[config.mk]
export PLATFORM = sky130hd
export DESIGN_NAME = acps_top
export DESIGN_NICKNAME = d
export VERILOG_FILES = /design/src/acps_sync.v /design/src/acps_top.v
export VERILOG_INCLUDE_DIRS = /design/src /design/src/include
export SDC_FILE = /design/constraint.sdc
export NUM_CORES = 1
export LEC_CHECK = 0
export BUFFER_PORTS_ARGS = -buffer_cell sky130_fd_sc_hd__buf_2
export CAP_MARGIN = 20
export CORE_UTILIZATION = 30
export CTS_CLUSTER_DIAMETER = 30
export DETAILED_ROUTE_END_ITERATION = 6
export PLACE_DENSITY_LB_ADDON = 0.15
export SYNTH_ARGS = -nofsm -noshare
export SYNTH_HDL_FRONTEND = slang
export SYNTH_HIERARCHICAL = 1
export SYNTH_SLANG_ARGS = --single-unit
[constraint.sdc]
create_clock -name core_clk -period 2.8 [get_ports core_clk]
set_clock_uncertainty 0.05 [all_clocks]
set_input_delay 0.42 -clock core_clk [delete_from_list [all_inputs] [get_ports core_clk]]
set_output_delay 0.42 -clock core_clk [all_outputs]
set_load 0.03 [all_outputs]
[src/include/acps_regs.vh]
// register offsets, field positions and reset values of the chip control/status block
// included by the design files; definitions only
`ifndef ACPS_REGS_VH
`define ACPS_REGS_VH

`define ACPS_CTRL_OFS        8'h30
`define ACPS_ROMCFG_OFS      8'h34
`define ACPS_ROMWIN_OFS      8'h38
`define ACPS_ROMDATA_OFS     8'h3C

`define ACPS_BIT_ROM_OFF     0
`define ACPS_BIT_ROM_SIZE    1
`define ACPS_BIT_CAP_10M     4
`define ACPS_BIT_CAP_100M    5
`define ACPS_BIT_CAP_1000M   6
`define ACPS_BIT_FIBER       7

`define ACPS_CTRL_RST        8'h00
`define ACPS_ROM_BASE_RST    32'h000C_0000
`define ACPS_ROM_32K_MASK    32'h0000_7FFF
`define ACPS_ROM_64K_MASK    32'h0000_FFFF
`define ACPS_ZERO32          32'h0000_0000

`define ACPS_HTRANS_NONSEQ   2'h2
`define ACPS_HTRANS_SEQ      2'h3
`define ACPS_HSIZE_WORD      3'h2

`endif

[src/acps_sync.v]
// two-flop synchroniser bank for the phy strap/capability pins
// assumes inputs are quasi-static levels from outside the core_clk domain
`timescale 1ns/1ps
`default_nettype none
module acps_sync #(
  parameter W = 4
) (
  input  wire         core_clk,
  input  wire         arst_n,
  input  wire [W-1:0] d_async,
  output wire [W-1:0] q_sync
);
  genvar i;
  generate
    for (i = 0; i < W; i = i + 1) begin : g_bit
      reg meta_r;
      reg sync_r;
      // first stage feeds only the second stage
      always @(posedge core_clk or negedge arst_n) begin
        if (!arst_n) begin
          meta_r <= 1'b0;
          sync_r <= 1'b0;
        end else begin
          meta_r <= d_async[i];
          sync_r <= meta_r;
        end
      end
      assign q_sync[i] = sync_r;
    end
  endgenerate
endmodule
`default_nettype wire

[src/acps_top.v]
// chip control/status register block with ahb-lite slave and expansion rom gate
// assumes one ahb-lite master, word transfers only, phy pins static outside reset
// Summary of operation
// rom off: rom reads zero, writes dropped
// software writes zero to reserved bits
// bit 1 selects 32 or 64 KB rom
// bit 4 reports phy 10 Mbps support
// bit 5 reports phy 100 Mbps support
// bit 6 reports phy 1000 Mbps support
// bit 7 reports fiber versus twisted pair
// software decodes media with speed flags
// writes to capability flags are ignored
`timescale 1ns/1ps
`default_nettype none
`include "acps_regs.vh"
module acps_top #(
  parameter ROM_AW = 16
) (
  input  wire              core_clk,
  input  wire              arst_n,
  input  wire              hsel,
  input  wire [31:0]       haddr,
  input  wire [1:0]        htrans,
  input  wire              hwrite,
  input  wire [2:0]        hsize,
  input  wire [31:0]       hwdata,
  input  wire              hready,
  output reg  [31:0]       hrdata,
  output reg               hreadyout,
  output reg               hresp,
  input  wire              phy_cap_10m,
  input  wire              phy_cap_100m,
  input  wire              phy_cap_1000m,
  input  wire              phy_fiber_flag,
  input  wire              rom_space_hit,
  input  wire [31:0]       rom_space_addr,
  input  wire              rom_space_wr,
  input  wire [31:0]       rom_space_wdata,
  output reg  [31:0]       rom_space_rdata,
  input  wire [31:0]       rom_rd_data,
  output reg               rom_rd_en,
  output reg               rom_wr_en,
  output reg  [ROM_AW-1:0] rom_addr,
  output reg  [31:0]       rom_wdata,
  output reg               rom_size_64k
);

  // phy capability pins are straps from outside, so resynchronise them
  wire [3:0] cap_sync;

  acps_sync #(
    .W (4)
  ) u_sync (
    .core_clk (core_clk),
    .arst_n   (arst_n),
    .d_async  ({phy_fiber_flag, phy_cap_1000m, phy_cap_100m, phy_cap_10m}),
    .q_sync   (cap_sync)
  );

  reg        rom_window_off_r;
  reg        rom_size_sel_r;
  reg [31:0] rom_base_r;
  reg        wr_pend_r;
  reg [7:0]  wr_ofs_r;
  reg [31:0] rom_acc_r;

  wire       xfer_go;
  wire [7:0] acc_ofs;
  wire [7:0] ctrl_rd_val;
  wire [31:0] rom_mask;
  wire [31:0] rom_ofs_full;

  assign xfer_go = hsel & hready & htrans[1];
  assign acc_ofs = haddr[7:0];

  // capability flags come from the pins only; no write path reaches them
  assign ctrl_rd_val = {cap_sync[3],
                        cap_sync[2],
                        cap_sync[1],
                        cap_sync[0],
                        2'b00,
                        rom_size_sel_r,
                        1'b0};

  assign rom_mask     = rom_size_sel_r ? `ACPS_ROM_64K_MASK : `ACPS_ROM_32K_MASK;
  assign rom_ofs_full = (rom_space_addr - rom_base_r) & rom_mask;
  // address phase captured; data phase completes next cycle with zero wait states
  always @(posedge core_clk or negedge arst_n) begin
    if (!arst_n) begin
      wr_pend_r <= 1'b0;
      wr_ofs_r  <= `ACPS_CTRL_RST;
    end else begin
      // reads are answered from the address phase, so only writes need the offset held
      wr_pend_r <= xfer_go & hwrite;
      if (xfer_go) begin
        wr_ofs_r <= acc_ofs;
      end
    end
  end

  // register writes; reserved bits 2,3 are not stored and bits 4..7 are read-only
  always @(posedge core_clk or negedge arst_n) begin
    if (!arst_n) begin
      rom_window_off_r <= 1'b0;
      rom_size_sel_r   <= 1'b0;
      rom_base_r       <= `ACPS_ROM_BASE_RST;
      rom_acc_r        <= `ACPS_ZERO32;
    end else if (wr_pend_r) begin
      case (wr_ofs_r)
        `ACPS_CTRL_OFS: begin
          rom_size_sel_r <= hwdata[`ACPS_BIT_ROM_SIZE];
        end
        `ACPS_ROMCFG_OFS: begin
          // disable bit kept apart from the control word so that
          // software obeying the write-zero convention cannot trip it
          rom_window_off_r <= hwdata[`ACPS_BIT_ROM_OFF];
        end
        `ACPS_ROMWIN_OFS: begin
          rom_base_r <= hwdata;
        end
        `ACPS_ROMDATA_OFS: begin
          rom_acc_r <= hwdata;
        end
        default: begin
          rom_acc_r <= rom_acc_r;
        end
      endcase
    end
  end

  // read data is registered so hrdata comes straight from a flop
  always @(posedge core_clk or negedge arst_n) begin
    if (!arst_n) begin
      hrdata    <= `ACPS_ZERO32;
      hreadyout <= 1'b1;
      hresp     <= 1'b0;
    end else begin
      hreadyout <= 1'b1;
      hresp     <= 1'b0;
      if (xfer_go & ~hwrite) begin
        case (acc_ofs)
          `ACPS_CTRL_OFS:    hrdata <= {24'h00_0000, ctrl_rd_val};
          `ACPS_ROMCFG_OFS:  hrdata <= {31'h0000_0000, rom_window_off_r};
          `ACPS_ROMWIN_OFS:  hrdata <= rom_base_r;
          `ACPS_ROMDATA_OFS: hrdata <= rom_acc_r;
          default:           hrdata <= `ACPS_ZERO32;
        endcase
      end
    end
  end

  // expansion rom space gate: a disabled window reads zero and swallows writes
  always @(posedge core_clk or negedge arst_n) begin
    if (!arst_n) begin
      rom_rd_en       <= 1'b0;
      rom_wr_en       <= 1'b0;
      rom_addr        <= {ROM_AW{1'b0}};
      rom_wdata       <= `ACPS_ZERO32;
      rom_space_rdata <= `ACPS_ZERO32;
      rom_size_64k    <= 1'b0;
    end else begin
      rom_size_64k <= rom_size_sel_r;
      rom_rd_en    <= rom_space_hit & ~rom_space_wr & ~rom_window_off_r;
      rom_wr_en    <= rom_space_hit & rom_space_wr & ~rom_window_off_r;
      rom_addr     <= rom_ofs_full[ROM_AW-1:0];
      rom_wdata    <= rom_space_wdata;
      if (rom_window_off_r)
        rom_space_rdata <= `ACPS_ZERO32;
      else
        rom_space_rdata <= rom_rd_data;
    end
  end

endmodule
`default_nettype wire

# Yosys cells after proc, flatten, opt, wreduce, memory -nomap -nowiden
# Cells that the tools add are included.
[word_totals] register_bits=198 input_bits=176 output_inout_bits=117 wordCells=49
[op_classes] add_sub_neg=1 n_eq_ne=8 n_mux=3 bitwise=12 n_reduce_logical=4
[ops] op="$pmux W32 S4" count=1
[ops] op="$eq A8 B6 Y1 const B" count=8
[ops] op="$mux W32" count=1
[ops] op="$and A16 B16 Y16" count=1
[ops] op="$mux W16" count=1
[ops] op="$sub A16 B16 Y16" count=1
[ops] op="$and A1 B1 Y1" count=8
[ops] op="$reduce_and A2 Y1" count=4
[ops] op="$not A1 Y1" count=3

# Depth between registers and ports, before layout
# Gate-level depths: netlist (run 1).
[logic_depth] depth_word=3 mapped_depth=8 depth_no_buf=8

# Cells and area by module
# Netlist (run 1), hierarchy kept.
[by_module_without_submodules] module="acps_top" n_inst=1 cells_per_inst=589 area_per_inst_um2=7681.1 seq_area_each_um2=4757.1
[by_module_without_submodules] module="acps_sync" n_inst=1 cells_per_inst=12 area_per_inst_um2=230.2 seq_area_each_um2=200.2

# Worst setup path after synthesis (run 1)
# OpenSTA, ideal clock, no wires.
[synth_timing] path_kind="input to register" startpoint="input rom_space_addr[3]" endpoint="register rom_addr[11]" setup_ns=0.132 arrival_ns=1.838 required_ns=2.618 slack_ns=0.781 path_stages=6 path_buffers=0 path_cell_list="ha_1 > and2_1 > a221oi_1 > a21oi_1 > or2_2 > xor2_1"
[synth_between] elab_chain_cells=2
[synth_rtl] element="from (decl)" line="acps_top.v:36" source="input wire [31:0] rom_space_addr,"
[synth_rtl] element="$sub A16 B16 Y16" line="acps_top.v:86" source="assign rom_ofs_full = (rom_space_addr - rom_base_r) & rom_mask;"
[synth_rtl] element="$and A16 B16 Y16" line="acps_top.v:86"
[synth_rtl] element="via rom_ofs_full[11]" line="acps_top.v:71" source="wire [31:0] rom_ofs_full;"
[synth_rtl] element="to (signal assigned)" line="acps_top.v:157" source="rom_addr <= {ROM_AW{1'b0}};"
[synth_rtl] element="to (signal assigned)" line="acps_top.v:165" source="rom_addr <= rom_ofs_full[ROM_AW-1:0];"
[synth_rtl] element="to (decl)" line="acps_top.v:43" source="output reg [ROM_AW-1:0] rom_addr,"
# The timed path passes the listed nets, and every way through them passes these cells.
# A chain may end at the register's enable or synchronous reset.

# Final worst setup path (run 1)
[layout_timing] startpoint="register rom_base_r[4]" endpoint="register rom_addr[15]"
[layout_between] elab_chain_cells=2
[layout_rtl] element="from (decl)" line="acps_top.v:62" source="reg [31:0] rom_base_r;"
[layout_rtl] element="from (signal assigned)" line="acps_top.v:106" source="rom_base_r <= `ACPS_ROM_BASE_RST;"
[layout_rtl] element="from (signal assigned)" line="acps_top.v:119" source="rom_base_r <= hwdata;"
[layout_rtl] element="$sub A16 B16 Y16" line="acps_top.v:86"
[layout_rtl] element="$and A16 B16 Y16" line="acps_top.v:86"
[layout_rtl] element="via rom_ofs_full[15]" line="acps_top.v:71"
# The timed path passes the listed nets, and every way through them passes these cells.

==> results.py, run 1 <==
metrics = {
    "routing": {
        "wl_um": 18300,
        "num_vias": 5181,
        "drtIter0Drc": 202,
        "dr.pass1.iters": 4,
        "ant_nets": 0,
        "post_drt_wl_per_cell_um": 15.3,
        "vias_per_cell": 4.33,
        "drc": 0,
    },
    "sta": {
        "fin_crit_ns": 2.26,
        "relSlewSlack_pct": 42.2,
        "min_period_over_period_pct": 80.7,
        "max_freq_mhz": 442,
        "setup_viol": 0,
        "maxSlewViolCount": 0,
        "rsz0062_at_grt": "no",
        "tns_ns": 0,
        "worst-slew-pin-transition_ns": 0.867,
        "hold_violations": 0,
    },
    "worst_setup_path": {
        "slowest_delay_ns": 0.43,
        "slowest_stage": "a221oi_1",
        "r2r_slack_ns": 0.54,
        "critPathTopFamily": "compound AO/OA/AOI/OAI gates",
        "cp_num_buf_inv": 1,
        "crit_path_end_kind": "flop",
        "crit_type": "flop to flop",
        "crit_required_ns": 3.08,
        "r2r-end": "rom_addr[15]",
        "critPathLaunch": "rom_base_r[4]",
        "cp_num_cells": 7,
        "crit_end": "rom_addr[15]",
        "critPathMaxFanout": 4,
        "reg2reg_from": "rom_base_r[4]",
        "reg2reg_depth": 7,
        "cp-start-kind": "flop",
        "arrival_ns": 2.54,
        "cp_cell_sequence": "inv_1 > ha_1 > and2_1 > a221oi_1 > a21oi_1 > or2_2 > o211ai_1",
    },
    "cts": {
        "post_cts_resized": 0,
        "cts-htree-levels": 4,
        "cts_tree": "yes",
        "cts_sinks": 198,
        "cts-root-buf": "clkbuf_16",
        "cts_buffers": 17,
        "clockBufferDepth": 2,
        "clkLatencyLatePin_ns": 0.42,
        "post_cts_buffers": 0,
        "cts_hold_buf": 1,
        "path_clk_slew_ns": 0.08,
    },
    "synth": {
        "async_flop_share_pct": 100,
        "syn_nets": 793,
        "syn_avg_cell_area_um2": 13.2,
        "yosysSeqAreaShare_pct": 62.7,
        "yosys-top-cells-area": "dfrtp_1 (62%), mux2_2 (11%), mux2i_1 (4.0%), nor2b_1 (2.8%), ha_1 (2.4%)",
        "ys.flop_type": "dfrtp_1",
        "synth_top_area_share_pct": 62.0,
        "synth_top_area_cell": "dfrtp_1",
        "ys_types": 49,
        "syn-instance-count": 601,
        "synth_warnings": 6,
        "yosys_register_bits": 198,
        "syn_area_um2": 7910,
        "synth_edf_count": 0,
    },
    "power": {
        "power_frac_comb_pct": 12.7,
        "sw_frac_of_total_pct": 26.4,
        "clock_power_share_pct": 40.5,
        "p_leak_nw": 5.09,
        "p_int_mw": 4.87,
        "p_per_area_nw_per_um2": 649,
        "p_sw_mw": 1.75,
        "ir_drop_mv": 0.397,
        "pwr-share-seq_pct": 46.8,
    },
    "global_route": {
        "grt_pass1_vias": 5294,
        "antenna_found_initial": 2,
        "grt_use_total_pct": 14.1,
        "grt_max_degree": 69,
        "grt_pass1_wl_um": 28800,
        "grt.overflow.total": 0,
    },
    "floorplanning": {
        "coreArea_um2": 26000,
        "design.portCount": 293,
        "design.die.area_um2": 27000,
        "start_util_pct": 30.4,
        "die_h_um": 164,
        "rows": 59,
        "die_w_um": 164,
    },
    "cells_and_area": {
        "regArea_um2": 4960,
        "final_nets": 1038,
        "final_core_util_pct": 39.2,
        "area_delta_synth_final_pct": 28.7,
        "n_fill_cell": 2606,
        "multiInputGateArea_um2": 2710,
        "drive_gt1_share_pct": 45.5,
    },
    "flow_run": {
        "drv_cap": 0,
    },
    "place": {
        "numPortBuffers": 246,
        "dp_hpwl_um": 12900,
        "gp_congestion": 0.808,
    },
    "outcome": {
        "outcome": "completed",
    },
    "min_path": {
        "min_path_type": "input port to flop",
    },
}
## per-layer routing
| layer | vias up | GRT usage, % | share of wire [%] |
|---|---|---|---|
| li1 | 2543 | - | - |
| met4 | 0 | 3.75 | 0.77 |
| met2 | 136 | 23.1 | 49 |
| met5 | - | 0 | 0 |
| met3 | 8 | 3.62 | 5.5 |
| met1 | 2494 | 18.3 | 44 |
## area by class of cell
cell class | instances | area share [%]
inverters | 21 | 0.774
repair buffers | 259 | 13.4
clock buffers | 20 | 4.58
clock inverters | 12 | 1.73
multi-input cells | 349 | 26.6
diodes | 2 | 0.0492
well taps | 335 | 4.12
flip-flops and latches | 198 | 48.7
## registers in the layout, summed over array words and instances, names as in the netlist
name,count
rom_base_r,32
rom_window_off_r,1
rom_wdata,32
rom_acc_r,32
wr_pend_r,1
rom_rd_en,1
rom_size_sel_r,1
u_sync/g_bit.sync_r,4
wr_ofs_r,8
hrdata,32
rom_space_rdata,32
u_sync/g_bit.meta_r,4
rom_wr_en,1
rom_size_64k,1
rom_addr,16
## cells by family (layout without fill, tap and decap cells)
group	after synthesis	after routing	share of synthesized area [%]
adder cells (fa/ha/maj)	16	16	2.63
buffers and inverters	54	312	3.15
AND/OR/NAND/NOR	135	135	8.92
flip-flops	198	198	62.7
multiplexers	106	106	14.6
XOR/XNOR	11	11	1.22
AO/OA/AOI/OAI	79	79	6.75
other	2	4	0.0949
## metrics by stage
stage	power, mW	setup slack, ns	cells	hold slack (ns)	area (um^2)
5_1_grt	6.92	0.378	1194	0.0176	10200
2_1_floorplan	3.67	0.781	601	0.0744	7910
3_3_place_gp	4.00	0.371	1161	0.284	9520
6_report	6.61	0.539	1196	0.0477	10200
4_1_cts	6.74	0.485	1194	0.0197	10200
3_5_place_dp	4.01	0.335	1161	0.289	9520
## cell usage in the layout, fill, tap and decap left out, types with 18 or more instances in the layout
cell type / Yosys / routed
a21oi_1: 18 / 18
buf_2: 1 / 245
dfrtp_1: 196 / 196
inv_1: 21 / 21
mux2_2: 74 / 74
mux2i_1: 32 / 32
nand2_1: 46 / 46
nor2b_1: 35 / 35
o21ai_0: 19 / 19
o21ai_2: 20 / 20
## worst min-delay path by stage
| stage | from | cells after the start | to | slack, ns |
|---|---|---|---|---|
| 5_1_grt | rom_space_wdata[15] | 1 | rom_wdata[15] | 0.02 |
| 2_1_floorplan | arst_n | 0 | hrdata[0] | 0.07 |
| 6_report | rom_space_wdata[22] | 1 | rom_wdata[22] | 0.05 |
| 3_5_place_dp | u_sync/g_bit[2].meta_r | 0 | u_sync/g_bit[2].sync_r | 0.29 |
| 4_1_cts | rom_space_wdata[9] | 1 | rom_wdata[9] | 0.02 |
| 3_3_place_gp | u_sync/g_bit[3].meta_r | 0 | u_sync/g_bit[3].sync_r | 0.28 |
## cell usage after synthesis, types with 15 or more instances
cell type	count
o21ai_0	19
nor2b_1	35
ha_1	15
dfrtp_1	196
nor2_1	15
inv_1	21
nand2_1	46
mux2_2	74
mux2i_1	32
clkbuf_1	19
a21oi_1	18
o21ai_2	20
## power groups by stage
| stage | sequential [mW] | clock (mW) | combinational [mW] |
|---|---|---|---|
| 2_1_floorplan | 3.35 | 0 | 0.318 |
| 3_3_place_gp | 3.15 | 0 | 0.851 |
| 3_5_place_dp | 3.15 | 0 | 0.854 |
| 4_1_cts | 3.10 | 2.79 | 0.855 |
| 5_1_grt | 3.12 | 2.88 | 0.924 |
| 6_report | 3.09 | 2.68 | 0.838 |
Power figures use the tool's default switching activity.
==> inputs of run 2 (changes only) <==
clock period = 2.2 ns   (was 2.8 ns; I/O delays follow)
==> results.py, run 2 (same netlist as run 1, synthesis figures left out) <==
metrics = {
    "outcome": {
        "outcome": "completed",
    },
    "routing": {
        "drc": 0,
        "drtIter0Drc": 247,
        "num_vias": 5431,
        "dr.pass1.iters": 4,
        "post_drt_wl_per_cell_um": 15.3,
        "ant_nets": 0,
        "vias_per_cell": 4.36,
        "wl_um": 19000,
    },
    "place": {
        "gp_congestion": 0.761,
        "numPortBuffers": 246,
        "dp_cells": 1174,
        "dp_hpwl_um": 13300,
    },
    "floorplanning": {
        "design.portCount": 293,
        "design.die.area_um2": 27000,
        "coreArea_um2": 26000,
        "start_util_pct": 30.4,
        "die_h_um": 164,
        "rows": 59,
        "die_w_um": 164,
    },
    "power": {
        "sw_frac_of_total_pct": 27.3,
        "p_per_area_nw_per_um2": 770,
        "p_sw_mw": 2.24,
        "p_leak_nw": 5.29,
        "p_int_mw": 5.96,
        "ir_drop_mv": 0.349,
        "pwr-share-seq_pct": 48.0,
        "power_mw": 8.20,
        "power_frac_comb_pct": 14.2,
        "clock_power_share_pct": 37.8,
    },
    "sta": {
        "fin_hold_ws_ns": 0.0639,
        "rsz0062_at_grt": "no",
        "fin_crit_ns": 2.05,
        "max_freq_mhz": 487,
        "setup_viol": 0,
        "hold_violations": 0,
        "min_period_over_period_pct": 93.3,
        "maxSlewViolCount": 0,
        "tns_ns": 0,
    },
    "global_route": {
        "grt.overflow.total": 0,
        "grt_max_degree": 60,
        "grt_use_total_pct": 14.8,
        "antenna_found_initial": 3,
        "grt_pass1_vias": 5505,
        "grt_pass1_wl_um": 30200,
    },
    "worst_setup_path": {
        "slowest_stage": "dfrtp_1",
        "crit_type": "flop to flop",
        "cp_cell_sequence": "inv_1 > ha_1 > nor2b_1 > o211ai_1 > buf_4 > a21oi_1 > or2_2 > xor2_1",
        "crit_path_end_kind": "flop",
        "crit_required_ns": 2.45,
        "critPathTopFamily": "simple AND/OR/NAND/NOR gates",
        "cp-start-kind": "flop",
        "critPathMaxFanout": 4,
        "cp_num_buf_inv": 2,
        "slowest_delay_ns": 0.46,
        "r2r_slack_ns": 0.15,
        "arrival_ns": 2.30,
    },
    "cts": {
        "cts-htree-levels": 4,
        "cts_sinks": 198,
        "clockBufferDepth": 2,
        "cts-root-buf": "clkbuf_16",
        "cts_tree": "yes",
        "cts_buffers": 17,
        "path_clk_slew_ns": 0.08,
        "clkLatencyLatePin_ns": 0.42,
    },
    "cells_and_area": {
        "mostFrequentLayoutCells": "buf_2 (245), dfrtp_1 (196), mux2_2 (74)",
        "n_fill_cell": 2616,
        "layout.cells.non_filler": 1246,
        "final_common_cell": "buf_2",
        "final_core_util_pct": 41.0,
        "multiInputGateArea_um2": 2730,
        "final_nets": 1089,
        "drive_gt1_share_pct": 44.9,
        "area_delta_synth_final_pct": 34.7,
        "regArea_um2": 4960,
    },
    "flow_run": {
        "drv_cap": 0,
    },
    "min_path": {
        "min_path_type": "input port to flop",
    },
}
-- run 2: metrics by stage --
step	area [um^2]	setup WS (ns)
floorplan	7910	0.240
global placement	9670	-0.0235
detailed placement	9670	-0.0550
CTS	10600	0.0461
global route	10700	0.00355
finish	10700	0.147
-- run 2: metal layers --
metal / vias to the layer above / GRT usage, % / routed length [um]
met5: - / 0 / 8
met4: 2 / 4.38 / 204
met3: 17 / 3.79 / 1010
met2: 138 / 23.8 / 9370
met1: 2620 / 19.5 / 8450
li1: 2654 / - / -
-- run 2: repair_timing --
item                                   4_1_cts  5_1_grt
setup endpoints to repair                    2        5
setup buffers                                0        1
gates resized for setup                      2        4
hold buffers                                38        0
pin swaps                                    0        1
endpoints found under the hold margin       76        0
-- run 2: area by class of cell --
| cell class | count | share of cell area, % |
|---|---|---|
| timing repair buffer | 310 | 17.7 |
| antenna | 2 | 0.0470 |
| inverter | 21 | 0.740 |
| clock buffer | 18 | 4.12 |
| tap | 335 | 3.93 |
| sequential | 198 | 46.5 |
| multi-input combinational | 349 | 25.6 |
| clock inverter | 13 | 1.28 |
-- run 2: path summary, 6_finish.rpt --
check                                               to                   start  cells past startpoint
worst max-delay path                      rom_addr[11]           rom_base_r[1]                      8
worst max register to register            rom_addr[11]           rom_base_r[1]                      8
max in group asynchronous               rom_base_r[18]                  arst_n                      3
min in group asynchronous                    hrdata[9]                  arst_n                      2
worst min-delay path               rom_space_rdata[18]         rom_rd_data[18]                      2
worst min register to register  u_sync/g_bit[3].sync_r  u_sync/g_bit[3].meta_r                      0
-- run 2: power by group through the flow --
stage | combinational (mW) | clock [mW] | sequential (mW)
2_1_floorplan | 0.405 | 0 | 4.26
3_3_place_gp | 1.12 | 0 | 4.00
3_5_place_dp | 1.13 | 0 | 4.01
4_1_cts | 1.18 | 3.24 | 3.94
5_1_grt | 1.29 | 3.38 | 3.96
6_report | 1.17 | 3.10 | 3.94
